`config.mk`:
```
export PLATFORM = sky130hd
export DESIGN_NAME = audio_adc_gpio_value_monitor
export DESIGN_NICKNAME = d
export VERILOG_FILES = /design/src/design/gpio_monitor_pkg.sv /design/src/design/audio_adc_gpio_value_monitor.sv /design/src/design/pin_sync.sv
export SDC_FILE = /design/constraint.sdc
export NUM_CORES = 1
export LEC_CHECK = 0
export BUFFER_PORTS_ARGS = -buffer_cell sky130_fd_sc_hd__buf_2
export CAP_MARGIN = 15
export CORE_AREA = 2 2 100 54
export CTS_CLUSTER_DIAMETER = 100
export CTS_CLUSTER_SIZE = 24
export DETAILED_ROUTE_END_ITERATION = 10
export DIE_AREA = 0 0 102 56
export PLACE_DENSITY = 0.78
export SYNTH_ARGS = -nofsm -noshare
export SYNTH_HDL_FRONTEND = slang
export SYNTH_SLANG_ARGS = --single-unit
```
`constraint.sdc`:
```
create_clock -name core_clk -period 2 [get_ports core_clk]
set_input_delay 0.2 -clock core_clk [delete_from_list [all_inputs] [get_ports core_clk]]
set_output_delay 0.2 -clock core_clk [all_outputs]
set_load 0.05 [all_outputs]
```
`src/design/gpio_monitor_pkg.sv`:
```
// How it works
// multi-function pin in output mode drives bit 7 of the output value register.
// output-only pin in output mode drives bit 6 of the output value register.
// multi-function pin in input mode reads back as bit 7 at 0x2A.
// first input-only pin function comes from bits 6-4 at 0x2B.
// second input-only pin function comes from bits 2-0 at 0x2B.
// function code 7 on an input-only pin makes it a channel power-down control.
// software never writes reserved code 6 into an input pin function field.
// first input-only pin level shows in bit 7 at 0x2F in input mode.
// microphone bias pin level shows in bit 6 at 0x2F in input mode.
// reserved bits are written as zero and always read back as zero.
// input pin functions and both output value bits reset to zero.
// multi-function pin is an output for code 1 and an input for code 9.
// output-only pin is an output for code 1; code 0 disables it.
// pin levels pass a two-stage synchronizer before reaching the monitors.
package gpio_monitor_pkg;
  localparam int ADDR_W = 8;
  localparam int DATA_W = 32;
  localparam int REG_W = 8;
  localparam int PIN_COUNT = 3;
  // register indices; byte address is four times the index
  localparam logic [7:0] IDX_MULTI_CFG = 8'h21;
  localparam logic [7:0] IDX_OUT_CFG = 8'h22;
  localparam logic [7:0] IDX_OUT_VALUE = 8'h29;
  localparam logic [7:0] IDX_PIN_MON = 8'h2A;
  localparam logic [7:0] IDX_IN_CFG = 8'h2B;
  localparam logic [7:0] IDX_IN_MON = 8'h2F;
  // field positions
  localparam int FN_HI = 7;
  localparam int FN_LO = 4;
  localparam int MULTI_VAL_BIT = 7;
  localparam int OUT_VAL_BIT = 6;
  localparam int MULTI_MON_BIT = 7;
  localparam int FIRST_FN_HI = 6;
  localparam int FIRST_FN_LO = 4;
  localparam int SECOND_FN_HI = 2;
  localparam int SECOND_FN_LO = 0;
  localparam int FIRST_MON_BIT = 7;
  localparam int SECOND_MON_BIT = 6;
  // pin vector positions
  localparam int PIN_MULTI = 0;
  localparam int PIN_FIRST = 1;
  localparam int PIN_SECOND = 2;
  // reset values
  localparam logic [3:0] MULTI_FN_RESET = 4'h2;
  localparam logic [3:0] OUT_FN_RESET = 4'h0;
  localparam logic [2:0] IN_FN_RESET = 3'h0;
  localparam logic VALUE_RESET = 1'h0;
  // multi-function and output-only pin codes
  localparam logic [3:0] MF_DISABLED = 4'h0;
  localparam logic [3:0] MF_GPO = 4'h1;
  localparam logic [3:0] MF_POWER_DOWN = 4'h7;
  localparam logic [3:0] MF_MICROPHONE_BIAS_PIN_EN = 4'h8;
  localparam logic [3:0] MF_GPI = 4'h9;
  localparam logic [3:0] MF_MCLK = 4'hA;
  localparam logic [3:0] MF_SERIAL_AUDIO_CHAIN_INPUT = 4'hB;
  localparam logic [3:0] MF_PDM12 = 4'hC;
  localparam logic [3:0] MF_PDM34 = 4'hD;
  // input-only pin codes
  localparam logic [2:0] IN_DISABLED = 3'h0;
  localparam logic [2:0] IN_GPI = 3'h1;
  localparam logic [2:0] IN_MCLK = 3'h2;
  localparam logic [2:0] IN_SERIAL_AUDIO_CHAIN_INPUT = 3'h3;
  localparam logic [2:0] IN_PDM12 = 3'h4;
  localparam logic [2:0] IN_PDM34 = 3'h5;
  localparam logic [2:0] IN_RESERVED = 3'h6;
  localparam logic [2:0] IN_POWER_DOWN = 3'h7;
endpackage

```
`src/design/audio_adc_gpio_value_monitor.sv`:
```
`timescale 1ns/100ps
module audio_adc_gpio_value_monitor (
  input wire logic core_clk,
  input wire logic arst_n,
  input wire logic psel,
  input wire logic penable,
  input wire logic pwrite,
  input wire logic [gpio_monitor_pkg::ADDR_W-1:0] paddr,
  input wire logic [gpio_monitor_pkg::DATA_W-1:0] pwdata,
  input wire logic [3:0] pstrb,
  output logic [gpio_monitor_pkg::DATA_W-1:0] prdata,
  output logic pready,
  output logic pslverr,
  input wire logic multiPinIn,
  output logic multiPinOut,
  output logic multiPinOe,
  output logic outputPinOut,
  output logic outputPinOe,
  input wire logic sharedAnalogInPin,
  input wire logic micBiasPinIn,
  output logic masterClockIn,
  output logic serialAudioChainInput,
  output logic pdmDataInCh12,
  output logic pdmDataInCh34,
  output logic channelPowerDown,
  output logic micBiasEnable
);
  // software-visible state
  logic [3:0] multiPinFunction;
  logic [3:0] outputPinFunction;
  logic multiPinOutLevel;
  logic outputPinOutLevel;
  logic [2:0] firstInputPinFunction;
  logic [2:0] secondInputPinFunction;
  logic multiPinInLevel;
  logic firstInputPinLevel;
  logic secondInputPinLevel;

  // synchronised pin levels
  logic [gpio_monitor_pkg::PIN_COUNT-1:0] pinRaw;
  logic [gpio_monitor_pkg::PIN_COUNT-1:0] pinLevel;

  // bus decode
  logic [7:0] regIndex;
  logic aligned;
  logic mapped;
  logic setupPhase;
  logic accessDone;
  logic writeLow;
  logic [gpio_monitor_pkg::REG_W-1:0] wbyte;
  logic [gpio_monitor_pkg::REG_W-1:0] readByte;

  // routed function levels
  logic next_masterClockIn;
  logic next_serialAudioChainInput;
  logic next_pdmDataInCh12;
  logic next_pdmDataInCh34;
  logic next_channelPowerDown;
  logic next_micBiasEnable;

  // true when the index belongs to this block
  function automatic logic isMapped(input logic [7:0] idx);
    case (idx)
      gpio_monitor_pkg::IDX_MULTI_CFG,
      gpio_monitor_pkg::IDX_OUT_CFG,
      gpio_monitor_pkg::IDX_OUT_VALUE,
      gpio_monitor_pkg::IDX_PIN_MON,
      gpio_monitor_pkg::IDX_IN_CFG,
      gpio_monitor_pkg::IDX_IN_MON: isMapped = 1'b1;
      default: isMapped = 1'b0;
    endcase
  endfunction

  // level of the first pin that carries a routed function;
  // the multi-function pin wins, then the first and second input pins
  function automatic logic routeLevel(
    input logic [3:0] multiFn,
    input logic [2:0] firstFn,
    input logic [2:0] secondFn,
    input logic [gpio_monitor_pkg::PIN_COUNT-1:0] level,
    input logic [3:0] multiCode,
    input logic [2:0] inCode
  );
    if (multiFn == multiCode) begin
      routeLevel = level[gpio_monitor_pkg::PIN_MULTI];
    end else if (firstFn == inCode) begin
      routeLevel = level[gpio_monitor_pkg::PIN_FIRST];
    end else if (secondFn == inCode) begin
      routeLevel = level[gpio_monitor_pkg::PIN_SECOND];
    end else begin
      routeLevel = 1'b0;
    end
  endfunction

  // asynchronous board pins enter here and nowhere else
  assign pinRaw[gpio_monitor_pkg::PIN_MULTI] = multiPinIn;
  assign pinRaw[gpio_monitor_pkg::PIN_FIRST] = sharedAnalogInPin;
  assign pinRaw[gpio_monitor_pkg::PIN_SECOND] = micBiasPinIn;

  pin_sync u_pin_sync (
    .core_clk(core_clk),
    .arst_n(arst_n),
    .pinRaw(pinRaw),
    .pinSync(pinLevel)
  );

  assign regIndex = {2'h0, paddr[gpio_monitor_pkg::ADDR_W-1:2]};
  assign aligned = (paddr[1:0] == 2'h0);
  assign mapped = aligned && isMapped(regIndex);
  assign setupPhase = psel && !penable;
  assign accessDone = psel && penable && pready;
  assign writeLow = accessDone && pwrite && mapped && pstrb[0];
  assign wbyte = pwdata[gpio_monitor_pkg::REG_W-1:0];

  // read image; reserved positions are constant zero
  always_comb begin
    readByte = '0;
    case (regIndex)
      gpio_monitor_pkg::IDX_MULTI_CFG: begin
        readByte[gpio_monitor_pkg::FN_HI:gpio_monitor_pkg::FN_LO] =
          multiPinFunction;
      end
      gpio_monitor_pkg::IDX_OUT_CFG: begin
        readByte[gpio_monitor_pkg::FN_HI:gpio_monitor_pkg::FN_LO] =
          outputPinFunction;
      end
      gpio_monitor_pkg::IDX_OUT_VALUE: begin
        readByte[gpio_monitor_pkg::MULTI_VAL_BIT] = multiPinOutLevel;
        readByte[gpio_monitor_pkg::OUT_VAL_BIT] = outputPinOutLevel;
      end
      gpio_monitor_pkg::IDX_PIN_MON: begin
        readByte[gpio_monitor_pkg::MULTI_MON_BIT] = multiPinInLevel;
      end
      gpio_monitor_pkg::IDX_IN_CFG: begin
        readByte[gpio_monitor_pkg::FIRST_FN_HI:
                 gpio_monitor_pkg::FIRST_FN_LO] = firstInputPinFunction;
        readByte[gpio_monitor_pkg::SECOND_FN_HI:
                 gpio_monitor_pkg::SECOND_FN_LO] = secondInputPinFunction;
      end
      gpio_monitor_pkg::IDX_IN_MON: begin
        readByte[gpio_monitor_pkg::FIRST_MON_BIT] = firstInputPinLevel;
        readByte[gpio_monitor_pkg::SECOND_MON_BIT] = secondInputPinLevel;
      end
      default: readByte = '0;
    endcase
  end

  // zero-wait slave: answer is prepared during the setup cycle
  always_ff @(posedge core_clk or negedge arst_n) begin
    if (!arst_n) begin
      pready <= 1'b0;
    end else begin
      pready <= setupPhase;
    end
  end

  always_ff @(posedge core_clk or negedge arst_n) begin
    if (!arst_n) begin
      pslverr <= 1'b0;
    end else if (setupPhase) begin
      pslverr <= !mapped;
    end else if (accessDone) begin
      pslverr <= 1'b0;
    end
  end

  // upper bits and reserved bits always read as zero
  always_ff @(posedge core_clk or negedge arst_n) begin
    if (!arst_n) begin
      prdata <= '0;
    end else if (setupPhase && !pwrite && mapped) begin
      prdata <= {{(gpio_monitor_pkg::DATA_W-gpio_monitor_pkg::REG_W){1'b0}},
                 readByte};
    end else if (accessDone) begin
      prdata <= '0;
    end
  end

  // multi-function pin function field; drive field is not kept
  always_ff @(posedge core_clk or negedge arst_n) begin
    if (!arst_n) begin
      multiPinFunction <= gpio_monitor_pkg::MULTI_FN_RESET;
    end else if (writeLow && regIndex == gpio_monitor_pkg::IDX_MULTI_CFG) begin
      multiPinFunction <=
        wbyte[gpio_monitor_pkg::FN_HI:gpio_monitor_pkg::FN_LO];
    end
  end

  always_ff @(posedge core_clk or negedge arst_n) begin
    if (!arst_n) begin
      outputPinFunction <= gpio_monitor_pkg::OUT_FN_RESET;
    end else if (writeLow && regIndex == gpio_monitor_pkg::IDX_OUT_CFG) begin
      outputPinFunction <=
        wbyte[gpio_monitor_pkg::FN_HI:gpio_monitor_pkg::FN_LO];
    end
  end

  // output value bits; the low six bits are dropped on write
  always_ff @(posedge core_clk or negedge arst_n) begin
    if (!arst_n) begin
      multiPinOutLevel <= gpio_monitor_pkg::VALUE_RESET;
      outputPinOutLevel <= gpio_monitor_pkg::VALUE_RESET;
    end else if (writeLow && regIndex == gpio_monitor_pkg::IDX_OUT_VALUE) begin
      multiPinOutLevel <= wbyte[gpio_monitor_pkg::MULTI_VAL_BIT];
      outputPinOutLevel <= wbyte[gpio_monitor_pkg::OUT_VAL_BIT];
    end
  end

  // input-only pin function fields
  always_ff @(posedge core_clk or negedge arst_n) begin
    if (!arst_n) begin
      firstInputPinFunction <= gpio_monitor_pkg::IN_FN_RESET;
      secondInputPinFunction <= gpio_monitor_pkg::IN_FN_RESET;
    end else if (writeLow && regIndex == gpio_monitor_pkg::IDX_IN_CFG) begin
      firstInputPinFunction <= wbyte[gpio_monitor_pkg::FIRST_FN_HI:
                                     gpio_monitor_pkg::FIRST_FN_LO];
      secondInputPinFunction <= wbyte[gpio_monitor_pkg::SECOND_FN_HI:
                                      gpio_monitor_pkg::SECOND_FN_LO];
    end
  end

  // multi-function pin drive; only code 1 turns the driver on
  always_ff @(posedge core_clk or negedge arst_n) begin
    if (!arst_n) begin
      multiPinOut <= 1'b0;
      multiPinOe <= 1'b0;
    end else begin
      multiPinOe <= (multiPinFunction == gpio_monitor_pkg::MF_GPO);
      multiPinOut <= (multiPinFunction == gpio_monitor_pkg::MF_GPO) &&
                     multiPinOutLevel;
    end
  end

  // output-only pin; disabled or unsupported codes leave it floating
  always_ff @(posedge core_clk or negedge arst_n) begin
    if (!arst_n) begin
      outputPinOut <= 1'b0;
      outputPinOe <= 1'b0;
    end else begin
      outputPinOe <= (outputPinFunction == gpio_monitor_pkg::MF_GPO);
      outputPinOut <= (outputPinFunction == gpio_monitor_pkg::MF_GPO) &&
                      outputPinOutLevel;
    end
  end

  // monitors read zero unless the pin is set up as a general input
  always_ff @(posedge core_clk or negedge arst_n) begin
    if (!arst_n) begin
      multiPinInLevel <= 1'b0;
    end else begin
      multiPinInLevel <= (multiPinFunction == gpio_monitor_pkg::MF_GPI) &&
                         pinLevel[gpio_monitor_pkg::PIN_MULTI];
    end
  end

  always_ff @(posedge core_clk or negedge arst_n) begin
    if (!arst_n) begin
      firstInputPinLevel <= 1'b0;
    end else begin
      firstInputPinLevel <=
        (firstInputPinFunction == gpio_monitor_pkg::IN_GPI) &&
        pinLevel[gpio_monitor_pkg::PIN_FIRST];
    end
  end

  always_ff @(posedge core_clk or negedge arst_n) begin
    if (!arst_n) begin
      secondInputPinLevel <= 1'b0;
    end else begin
      secondInputPinLevel <=
        (secondInputPinFunction == gpio_monitor_pkg::IN_GPI) &&
        pinLevel[gpio_monitor_pkg::PIN_SECOND];
    end
  end

  // routed functions; the reserved input code matches nothing here
  always_comb begin
    next_masterClockIn = routeLevel(multiPinFunction, firstInputPinFunction,
      secondInputPinFunction, pinLevel, gpio_monitor_pkg::MF_MCLK,
      gpio_monitor_pkg::IN_MCLK);
    next_serialAudioChainInput = routeLevel(multiPinFunction,
      firstInputPinFunction, secondInputPinFunction, pinLevel,
      gpio_monitor_pkg::MF_SERIAL_AUDIO_CHAIN_INPUT, gpio_monitor_pkg::IN_SERIAL_AUDIO_CHAIN_INPUT);
    next_pdmDataInCh12 = routeLevel(multiPinFunction, firstInputPinFunction,
      secondInputPinFunction, pinLevel, gpio_monitor_pkg::MF_PDM12,
      gpio_monitor_pkg::IN_PDM12);
    next_pdmDataInCh34 = routeLevel(multiPinFunction, firstInputPinFunction,
      secondInputPinFunction, pinLevel, gpio_monitor_pkg::MF_PDM34,
      gpio_monitor_pkg::IN_PDM34);
    next_micBiasEnable = (multiPinFunction == gpio_monitor_pkg::MF_MICROPHONE_BIAS_PIN_EN)
      && pinLevel[gpio_monitor_pkg::PIN_MULTI];
    // any pin set to power-down can hold the channels off
    next_channelPowerDown =
      ((firstInputPinFunction == gpio_monitor_pkg::IN_POWER_DOWN) &&
       pinLevel[gpio_monitor_pkg::PIN_FIRST]) ||
      ((secondInputPinFunction == gpio_monitor_pkg::IN_POWER_DOWN) &&
       pinLevel[gpio_monitor_pkg::PIN_SECOND]) ||
      ((multiPinFunction == gpio_monitor_pkg::MF_POWER_DOWN) &&
       pinLevel[gpio_monitor_pkg::PIN_MULTI]);
  end

  // sampled at the core clock: a fast master clock or pdm stream is
  // only passed faithfully below half the core rate
  always_ff @(posedge core_clk or negedge arst_n) begin
    if (!arst_n) begin
      masterClockIn <= 1'b0;
    end else begin
      masterClockIn <= next_masterClockIn;
    end
  end

  always_ff @(posedge core_clk or negedge arst_n) begin
    if (!arst_n) begin
      serialAudioChainInput <= 1'b0;
    end else begin
      serialAudioChainInput <= next_serialAudioChainInput;
    end
  end

  always_ff @(posedge core_clk or negedge arst_n) begin
    if (!arst_n) begin
      pdmDataInCh12 <= 1'b0;
    end else begin
      pdmDataInCh12 <= next_pdmDataInCh12;
    end
  end

  always_ff @(posedge core_clk or negedge arst_n) begin
    if (!arst_n) begin
      pdmDataInCh34 <= 1'b0;
    end else begin
      pdmDataInCh34 <= next_pdmDataInCh34;
    end
  end

  always_ff @(posedge core_clk or negedge arst_n) begin
    if (!arst_n) begin
      channelPowerDown <= 1'b0;
    end else begin
      channelPowerDown <= next_channelPowerDown;
    end
  end

  always_ff @(posedge core_clk or negedge arst_n) begin
    if (!arst_n) begin
      micBiasEnable <= 1'b0;
    end else begin
      micBiasEnable <= next_micBiasEnable;
    end
  end
endmodule // audio_adc_gpio_value_monitor

```
`src/design/pin_sync.sv`:
```
`timescale 1ns/100ps
module pin_sync (
  input wire logic core_clk,
  input wire logic arst_n,
  input wire logic [gpio_monitor_pkg::PIN_COUNT-1:0] pinRaw,
  output logic [gpio_monitor_pkg::PIN_COUNT-1:0] pinSync
);
  // first stage is read only by the second
  logic [gpio_monitor_pkg::PIN_COUNT-1:0] stageOne;

  genvar i;
  generate
    for (i = 0; i < gpio_monitor_pkg::PIN_COUNT; i++) begin : g_bit
      always_ff @(posedge core_clk or negedge arst_n) begin
        if (!arst_n) begin
          stageOne[i] <= 1'b0;
          pinSync[i] <= 1'b0;
        end else begin
          stageOne[i] <= pinRaw[i];
          pinSync[i] <= stageOne[i];
        end
      end
    end
  endgenerate
endmodule // pin_sync

```
* Word level (Yosys, flattened, before mapping)
Cells that the tools add are included.
Cells by class: eq/ne operators 27, muxes and demuxes 21, reductions and logical operators 31
Operators by type and width (number):
- 32-bit two-way mux | 2
- 6-bit == test, second input constant | 6
- 4-bit == test, second input constant | 6
- 1-bit logical AND | 22
- 3-bit == test, second input constant | 6
- 1-bit two-way mux | 15
- 3-bit by 2-bit == test with 1-bit output, second input constant | 4
- 1-bit one-hot mux with 5 select lines | 2
- 4-bit by 1-bit == test with 1-bit output, second input constant | 2
- 3-bit by 1-bit == test with 1-bit output, second input constant | 2
- 2-bit one-hot mux with 3 select lines | 1
- 6-bit OR reduction | 1
- 4-bit by 3-bit == test with 1-bit output, second input constant | 1
- 2-bit nonzero test | 2
- 1-bit logical NOT | 3
- 3-bit two-way mux | 1
- 2-bit logical NOT | 1
- 1-bit logical OR | 2
Storage, ports and cells: logic and storage cells 107, register bits 69, bits of input ports 52, output and inout port bits 44

* Depth between registers and ports, before layout
Gate-level depths: netlist of run 1.
depth in word-level cells 7, gate-level depth with buffers 5, mapped depth without buffers 4

* Cells and area by module
From an unflattened synthesis of run 1, not the netlist that was laid out.
Unflattened totals: cell total of the unflattened synthesis 195, area total of the unflattened synthesis 2210.9 um^2
Modules (own cells, without submodules):
- audio_adc_gpio_value_monitor | area each 2060.7 um^2, seq. area each 952.2 um^2, cells each 189, times used 1
- pin_sync | area each 150.1 um^2, seq. area each 150.1 um^2, cells each 6, times used 1

* Worst setup path after synthesis of run 1
OpenSTA, ideal clock, no wires.
path type register to register, from reg pready, to reg firstInputPinFunction[0], path buffers 0, cell stages (with the launch flop) 5, library setup time 0.125 ns, arrival 1.744 ns, clock period less this slack 1.869 ns, setup slack 0.131 ns, data required time 1.875 ns, cell sequence dfrtp_1 and3_1 nand4_2 nor3b_4 mux2_2
On the way: longest elaborated chain between the ends 5
Ends and longest elaborated chain:
- start: declaration | RTL line audio_adc_gpio_value_monitor.sv:12 | output logic pready,
- start signal: assignment | RTL line audio_adc_gpio_value_monitor.sv:153 | pready <= setupPhase;
- 1-bit logical AND | RTL line audio_adc_gpio_value_monitor.sv:111 | assign accessDone = psel && penable && pready;
- 1-bit logical AND (3 in series) | RTL line audio_adc_gpio_value_monitor.sv:112 | assign writeLow = accessDone && pwrite && mapped && pstrb[0];
- 1-bit logical AND | RTL line audio_adc_gpio_value_monitor.sv:214 | end else if (writeLow && regIndex == gpio_monitor_pkg::IDX_IN_CFG) begin
- end signal: assignment | RTL line audio_adc_gpio_value_monitor.sv:212 | firstInputPinFunction <= gpio_monitor_pkg::IN_FN_RESET;
- end signal: assignment | RTL line audio_adc_gpio_value_monitor.sv:215 | firstInputPinFunction <= wbyte[gpio_monitor_pkg::FIRST_FN_HI:
- end: declaration | RTL line audio_adc_gpio_value_monitor.sv:33 | logic [2:0] firstInputPinFunction;
Every way passes these cells. A chain may end at the register's enable or synchronous reset.

* Worst setup path after layout of run 1
from reg pready, to reg multiPinFunction[2]
On the way: longest elaborated chain between the ends 5
Ends and longest elaborated chain:
- 1-bit logical AND | RTL line audio_adc_gpio_value_monitor.sv:111
- 1-bit logical AND (3 in series) | RTL line audio_adc_gpio_value_monitor.sv:112
- 1-bit logical AND | RTL line audio_adc_gpio_value_monitor.sv:183 | end else if (writeLow && regIndex == gpio_monitor_pkg::IDX_MULTI_CFG) begin
- end signal: assignment | RTL line audio_adc_gpio_value_monitor.sv:182 | multiPinFunction <= gpio_monitor_pkg::MULTI_FN_RESET;
- end signal: assignment | RTL line audio_adc_gpio_value_monitor.sv:184 | multiPinFunction <=
- end: declaration | RTL line audio_adc_gpio_value_monitor.sv:29 | logic [3:0] multiPinFunction;
Every way passes these cells.

==> results of run 1 <==
registers in the layout, indices dropped and copies added (netlist names), 3 cells and up:
name,flops
secondInputPinFunction,3
prdata,7
multiPinFunction,4
outputPinFunction,4
u_pin_sync.pinSync,3
u_pin_sync.stageOne,3
firstInputPinFunction,3
power by group through the flow:
stage	sequential [mW]	clock, mW	combinational (mW)
2_1_floorplan	0.939	0	0.174
3_3_place_gp	0.925	0	0.207
5_1_grt	0.910	0.756	0.230
3_5_place_dp	0.925	0	0.209
6_report	0.908	0.688	0.214
4_1_cts	0.907	0.707	0.215
worst max-delay path, stage by stage (launching register included):
cell     delay [ns]
dfrtp_1        0.39
and3_1         0.19
nand4_2        0.23
nor3b_2        0.43
mux2_2         0.39
cells in the final DEF (no fill, tap or decap), types with 2 or more instances in the layout:
cell and instances:
a211oi_1 2, a21oi_1 3, a222oi_1 2, buf_2 42
buf_4 5, clkbuf_8 5, conb_1 25, dfrtp_1 43
dlygate4sd3_1 4, inv_1 2, mux2_2 20, mux2i_1 8
nand2_1 18, nand2b_1 5, nand3_1 8, nand3b_1 5
nand4_1 3, nor2_1 6, nor2b_1 3, nor3_1 7
nor3b_1 2, nor3b_2 2, nor4_1 2, o31ai_1 2
routing by layer:
layer	share of wire	wire, µm	global-route usage
met3	0.073	324	0.0565
met5	0	0	0
met1	0.51	2260	0.258
met2	0.42	1870	0.213
met4	0	0	0.0286
logic make-up (layout without fill, tap and decap cells):
group,after synthesis,in the layout,synth area share
xor+xnor,1,1,0.00396
other cells,1,25,0.00170
compound gates,15,15,0.0515
flops,44,44,0.499
buf+inv,34,61,0.104
simple gates,72,72,0.202
mux,28,28,0.138
metrics by stage:
step / worst slack [ns] / cells / instance area, µm² / power [mW]
6_report: 0.259 / 316 / 2570 / 1.81
5_1_grt: 0.146 / 316 / 2570 / 1.90
4_1_cts: 0.254 / 316 / 2570 / 1.83
3_5_place_dp: 0.155 / 304 / 2410 / 1.13
3_3_place_gp: 0.160 / 304 / 2410 / 1.13
2_1_floorplan: 0.131 / 219 / 2300 / 1.11
area by class of cell:
type | instances | area (µm²) | share of cell area
multi-input cells | 141 | 968 | 0.377
well taps | 70 | 87.6 | 0.0341
flip-flops and latches | 44 | 1100 | 0.429
repair buffers | 51 | 288 | 0.112
inverters | 2 | 7.51 | 0.00292
clock buffers | 5 | 68.8 | 0.0268
clock inverters | 3 | 46.3 | 0.0180
worst max-delay path by stage:
stage / endpoint / depth (start not counted)
after floorplan: firstInputPinFunction[0] / 4
after global placement: firstInputPinFunction[1] / 5
after detailed placement: secondInputPinFunction[2] / 5
after CTS: secondInputPinFunction[1] / 4
after global routing: firstInputPinFunction[0] / 4
final: multiPinFunction[2] / 4
==> impl_metrics.sql, run 1 <==
INSERT INTO impl_metrics (metric_group, metric, value, unit) VALUES
('run_status', 'run_status', 'completed', ''),
('yosys', 'syn_inst', '195', ''),
('sta', 'fin_worst_hold_slack', '0.111', 'ns'),
('grt', 'vias_in_the_first_global_route', '1407', ''),
('clock_network', 'setup_bufs_post_cts', '0', ''),
('min_path', 'whs_endpoint', 'pready', ''),
('detailed_routing', 'vias_per_cell', '4.89', ''),
('placed_design', 'gpl.final_weighted_congestion', '0.876', ''),
('yosys', 'synth-warning-count', '0', ''),
('power', 'switching_power', '495', 'µW'),
('grt', 'grt_first_pass_wirelength', '7.04', 'mm'),
('yosys', 'synth.ff_latch_count', '44', ''),
('yosys', 'synth_cell_area', '0.00221', 'mm²'),
('grt', 'global_route.overflow_total', '0', ''),
('yosys', 'synth_enable_flop_cells', '0', ''),
('cells_and_area', 'finish.net_count', '297', ''),
('power', 'sequentialPowerShare', '0.501', ''),
('cells_and_area', 'final_layout_size_suffix_gt1_frac', '0.341', ''),
('yosys', 'synth.yosys.seq_area_share', '0.499', ''),
('cells_and_area', 'finalCoreUtilization', '0.538', ''),
('sta', 'clock_skew', '0.00563', 'ns'),
('clock_network', 'number_of_buffers_on_the_longest_clock_path', '2', ''),
('clock_network', 'cts_tree', 'yes', ''),
('yosys', 'share_of_flip_flops_with_an_asynchronous_set_or_reset', '1.00', ''),
('setup_path', 'regToRegStartpoint', 'pready', ''),
('detailed_routing', 'wirelength', '4.46', 'mm'),
('clock_network', 'tritoncts_buffers', '5', ''),
('detailed_routing', 'drtPass1Iterations', '4', ''),
('floorplanning', 'io_pins', '96', ''),
('power', 'ir_drop', '359', 'µV'),
('power', 'pwr-share-clk', '0.380', ''),
('clock_network', 'clock_sink_count', '44', ''),
('power', 'p_sw_frac', '0.273', ''),
('clock_network', 'cts_hold_buffers', '4', ''),
('yosys', 'netlist_top_cells_area', 'dfrtp_1 (49%), mux2_2 (10%), buf_4 (8.5%)', ''),
('cells_and_area', 'flow.area_growth_from_synthesis', '16.2', '%'),
('detailed_routing', 'dr_total_vias', '1544', ''),
('cells_and_area', 'diodes', '0', ''),
('yosys', 'synth_top_flop_cell', 'dfrtp_1', ''),
('setup_path', 'crit_start', 'pready', ''),
('sta', 'timing_hold_violations_final', '0', ''),
('clock_network', 'clock_latency', '0.30', 'ns'),
('min_path', 'hold_path.startpoint', 'penable', ''),
('sta', 'post-route-min-period', '1.74', 'ns'),
('setup_path', 'kind_of_launch_point_of_the_worst_setup_path', 'flip-flop', ''),
('grt', 'grt_antenna_before_repair', '0', ''),
('floorplanning', 'die_outline_area', '0.00571', 'mm²'),
('min_path', 'worst_hold_depth', '2', ''),
('clock_network', 'h_tree_level_count', '2', ''),
('detailed_routing', 'remaining_drc_errors', '0', ''),
('sta', 'fmax', '574', 'MHz'),
('min_path', 'hold_class', 'input pin to flip-flop', ''),
('detailed_routing', 'drtIter0Drc', '138', ''),
('power', 'power.density', '705', 'mW/mm²'),
('power', 'leakage_power_summed_over_all_cells', '1.30', 'nW'),
('floorplanning', 'core-area', '0.00477', 'mm²'),
('setup_path', 'rr_worst_depth', '4', ''),
('placed_design', 'port_buffers', '42', ''),
('sta', 'tightest_slew', '0.543', 'ns'),
('sta', 'fin_setup_tns', '0', 'ns'),
('clock_network', 'cts_root_buf', 'clkbuf_8', ''),
('grt', 'grt_max_degree', '45', ''),
('yosys', 'synth.largest_area_cell', 'dfrtp_1', ''),
('cells_and_area', 'layout.filler_cells', '464', ''),
('setup_path', 'cp_data_arrival_time', '1.92', 'ns'),
('sta', 'timing.max_slew.rel_slack', '0.638', ''),
('yosys', 'post_synth_num_cell_types', '43', ''),
('setup_path', 'critPathCaptureType', 'flip-flop', ''),
('sta', 'final.period_utilization', '0.871', ''),
('clock_network', 'cts_repair_resized_insts', '0', ''),
('placed_design', 'dp.final_hpwl', '3.42', 'mm');
Power figures use the tool's default switching activity.
==> run 2, diff against run 1 <==
--- a/config.mk
+++ b/config.mk
@@ -15,4 +15,5 @@
 export PLACE_DENSITY = 0.78
 export SYNTH_ARGS = -nofsm -noshare
 export SYNTH_HDL_FRONTEND = slang
+export SYNTH_HIERARCHICAL = 1
 export SYNTH_SLANG_ARGS = --single-unit
==> run 2 against run 1 <==
Against the previous run: die area unchanged; sequential share of layout area unchanged; first-iteration DRC count unchanged; clock-buffer cell count unchanged; largest cell class unchanged.
==> impl_metrics.sql, run 2 <==
INSERT INTO impl_metrics (metric_group, metric, value, unit) VALUES
('yosys', 'synth_top_area_frac', '0.487', ''),
('placed_design', 'dp.final_hpwl', '3.42', 'mm'),
('detailed_routing', 'drtPass1Iterations', '4', ''),
('run_status', 'run_status', 'completed', ''),
('setup_path', 'rr_worst_depth', '4', ''),
('floorplanning', 'dieWidth', '102', 'µm'),
('cells_and_area', 'layout.filler_cells', '464', ''),
('setup_path', 'critPathCaptureType', 'flip-flop', ''),
('sta', 'post-route-min-period', '1.74', 'ns'),
('sta', 'number_of_setup_violations_in_the_final_report', '0', ''),
('sta', 'timing.max_slew.rel_slack', '0.638', ''),
('grt', 'grt_first_pass_wirelength', '7.04', 'mm'),
('floorplanning', 'core-area', '0.00477', 'mm²'),
('clock_network', 'h_tree_level_count', '2', ''),
('cells_and_area', 'diodes', '0', ''),
('yosys', 'synth.largest_area_cell', 'dfrtp_1', ''),
('cells_and_area', 'finalCoreUtilization', '0.538', ''),
('setup_path', 'critical_path.max_stage_delay', '0.43', 'ns'),
('setup_path', 'crit_cells', '4', ''),
('sta', 'final_max_slew_violation_count', '0', ''),
('yosys', 'share_of_flip_flops_with_an_asynchronous_set_or_reset', '1.00', ''),
('detailed_routing', 'vias_per_cell', '4.89', ''),
('grt', 'grt_antenna_before_repair', '0', ''),
('grt', 'grt_max_degree', '45', ''),
('setup_path', 'critPathTopFamily', 'simple AND/OR/NAND/NOR gates', ''),
('yosys', 'avgSynthCellArea', '11.3', 'µm²'),
('floorplanning', 'die_y', '56', 'µm'),
('detailed_routing', 'wirelength', '4.46', 'mm'),
('clock_network', 'clkSlewWorstSetupHoldPaths', '0.08', 'ns'),
('sta', 'timing_hold_violations_final', '0', ''),
('yosys', 'synth.ff_latch_count', '44', ''),
('placed_design', 'gpl.final_weighted_congestion', '0.876', ''),
('sta', 'rsz_0062_raised_after_global_routing', 'false', ''),
('floorplanning', 'io_pins', '96', ''),
('yosys', 'dominant_cell_by_count_in_the_synthesized_netlist', 'dfrtp_1', ''),
('sta', 'final.period_utilization', '0.871', ''),
('floorplanning', 'die_outline_area', '0.00571', 'mm²'),
('cells_and_area', 'regMostFlops', 'prdata', ''),
('grt', 'global_route.overflow_total', '0', ''),
('yosys', 'synth_enable_flop_cells', '0', ''),
('yosys', 'syn_inst', '195', ''),
('setup_path', 'cp_data_arrival_time', '1.92', 'ns'),
('setup_path', 'timing.critical_path.fanout_max', '4', ''),
('yosys', 'synth.yosys.seq_area_share', '0.499', ''),
('detailed_routing', 'remaining_drc_errors', '0', ''),
('min_path', 'hold_class', 'input pin to flip-flop', ''),
('clock_network', 'cts_root_buf', 'clkbuf_8', ''),
('flow_run', 'max_cap_viol_count', '0', ''),
('yosys', 'synthTopCellsByCount', 'dfrtp_1 (43), buf_4 (25), mux2_2 (20)', ''),
('placed_design', 'port_buffers', '42', ''),
('sta', 'fmax', '574', 'MHz'),
('grt', 'global_route.usage.total', '0.163', ''),
('grt', 'vias_in_the_first_global_route', '1407', ''),
('clock_network', 'setup_bufs_post_cts', '0', ''),
('sta', 'clock_skew', '0.00563', 'ns'),
('yosys', 'synth_cell_area', '0.00221', 'mm²'),
('clock_network', 'clock_sink_count', '44', ''),
('setup_path', 'critical_path_required', '2.18', 'ns'),
('yosys', 'synth_top_flop_cell', 'dfrtp_1', ''),
('cells_and_area', 'finish.net_count', '297', ''),
('clock_network', 'cts_repair_resized_insts', '0', ''),
('cells_and_area', 'mostFrequentLayoutCells', 'dfrtp_1 (43), buf_2 (42), conb_1 (25)', ''),
('sta', 'tightest_slew', '0.543', 'ns'),
('yosys', 'post_synth_num_cell_types', '43', ''),
('setup_path', 'timing_worst_setup_path_type', 'flip-flop to flip-flop', ''),
('cells_and_area', 'final_layout_size_suffix_gt1_frac', '0.341', ''),
('setup_path', 'sequence_of_cells_on_the_critical_path', 'and3_1, nand4_2, nor3b_2, mux2_2', ''),
('floorplanning', 'std_cell_rows', '18', ''),
('power', 'leakage_power_summed_over_all_cells', '1.30', 'nW'),
('clock_network', 'number_of_buffers_on_the_longest_clock_path', '2', ''),
('detailed_routing', 'drtIter0Drc', '138', ''),
('cells_and_area', 'flow.area_growth_from_synthesis', '16.2', '%'),
('clock_network', 'cts_tree', 'yes', ''),
('detailed_routing', 'wl_per_cell', '14.1', 'µm'),
('floorplanning', 'floorplan.initialDensity', '0.463', ''),
('clock_network', 'clock_latency', '0.30', 'ns'),
('power', 'ir_drop', '359', 'µV'),
('cells_and_area', 'most_common_library_cell_in_the_layout_ignoring_fill_and_taps', 'dfrtp_1', ''),
('cells_and_area', 'max_ffs_per_register', '7', ''),
('sta', 'fin_setup_tns', '0', 'ns'),
('yosys', 'synth-warning-count', '6', ''),
('power', 'power.density', '705', 'mW/mm²'),
('cells_and_area', 'top_regs', 'prdata x7, multiPinFunction x4, outputPinFunction x4', ''),
('setup_path', 'kind_of_launch_point_of_the_worst_setup_path', 'flip-flop', ''),
('min_path', 'worst_hold_depth', '2', ''),
('yosys', 'netlist_top_cells_area', 'dfrtp_1 (49%), mux2_2 (10%), buf_4 (8.5%)', ''),
('detailed_routing', 'antenna_left', '0', ''),
('setup_path', 'critical_path.n_buffers_inverters', '0', ''),
('setup_path', 'worst_path_max_delay_cell', 'nor3b_2', ''),
('clock_network', 'tritoncts_buffers', '5', ''),
('detailed_routing', 'dr_total_vias', '1544', ''),
('clock_network', 'cts_hold_buffers', '4', '');
## run 2: cell counts in the layout (fill, tap and decap cells not counted)
Identical to the previous run, type by type.
## run 2: cell type report
| cell class | instances | area [µm²] | share of cell area |
|---|---|---|---|
| multi-input cells | 141 | 968 | 0.377 |
| clock buffers | 5 | 68.8 | 0.0268 |
| repair buffers | 51 | 288 | 0.112 |
| well taps | 70 | 87.6 | 0.0341 |
| flip-flops and latches | 44 | 1100 | 0.429 |
| inverters | 2 | 7.51 | 0.00292 |
| clock inverters | 3 | 46.3 | 0.0180 |
## run 2: path summary, 6_finish.rpt
kind,start,endpoint,slack (ns)
setup / recovery,pready,multiPinFunction[2],0.26
setup reg to reg,pready,multiPinFunction[2],0.26
hold reg to reg,u_pin_sync/stageOne[1],u_pin_sync/pinSync[1],0.35
max in group asynchronous,arst_n,multiPinFunction[1],1.11
min in group asynchronous,arst_n,prdata[5],0.51
hold / removal,penable,pready,0.11
## run 2: report_power, final
group	switching (mW)	internal, mW	total (mW)
Combinational	0.174	0.0401	0.214
Sequential	0.00815	0.899	0.908
Clock	0.312	0.376	0.688
Total	0.495	1.32	1.81
## run 2: kinds of logic after synthesis
kind of cell    share of synthesized area
compound gates                     0.0515
flops                               0.499
mux                                 0.138
xor+xnor                          0.00396
simple gates                        0.202
other cells                       0.00170
buf+inv                             0.104
## run 2: routing by layer
metal,part of all wire,track usage
met2,0.42,0.213
met4,0,0.0286
met1,0.51,0.258
met3,0.073,0.0565
met5,0,0
## run 2: through the flow
stage	power, mW	area [µm²]	hold slack (ns)	std cells	worst slack [ns]
CTS	1.83	2570	0.0983	316	0.254
global placement	1.13	2410	0.298	304	0.160
floorplan	1.11	2300	-0.0956	219	0.131
finish	1.81	2570	0.111	316	0.259
global route	1.90	2570	0.112	316	0.146
detailed placement	1.13	2410	0.304	304	0.155
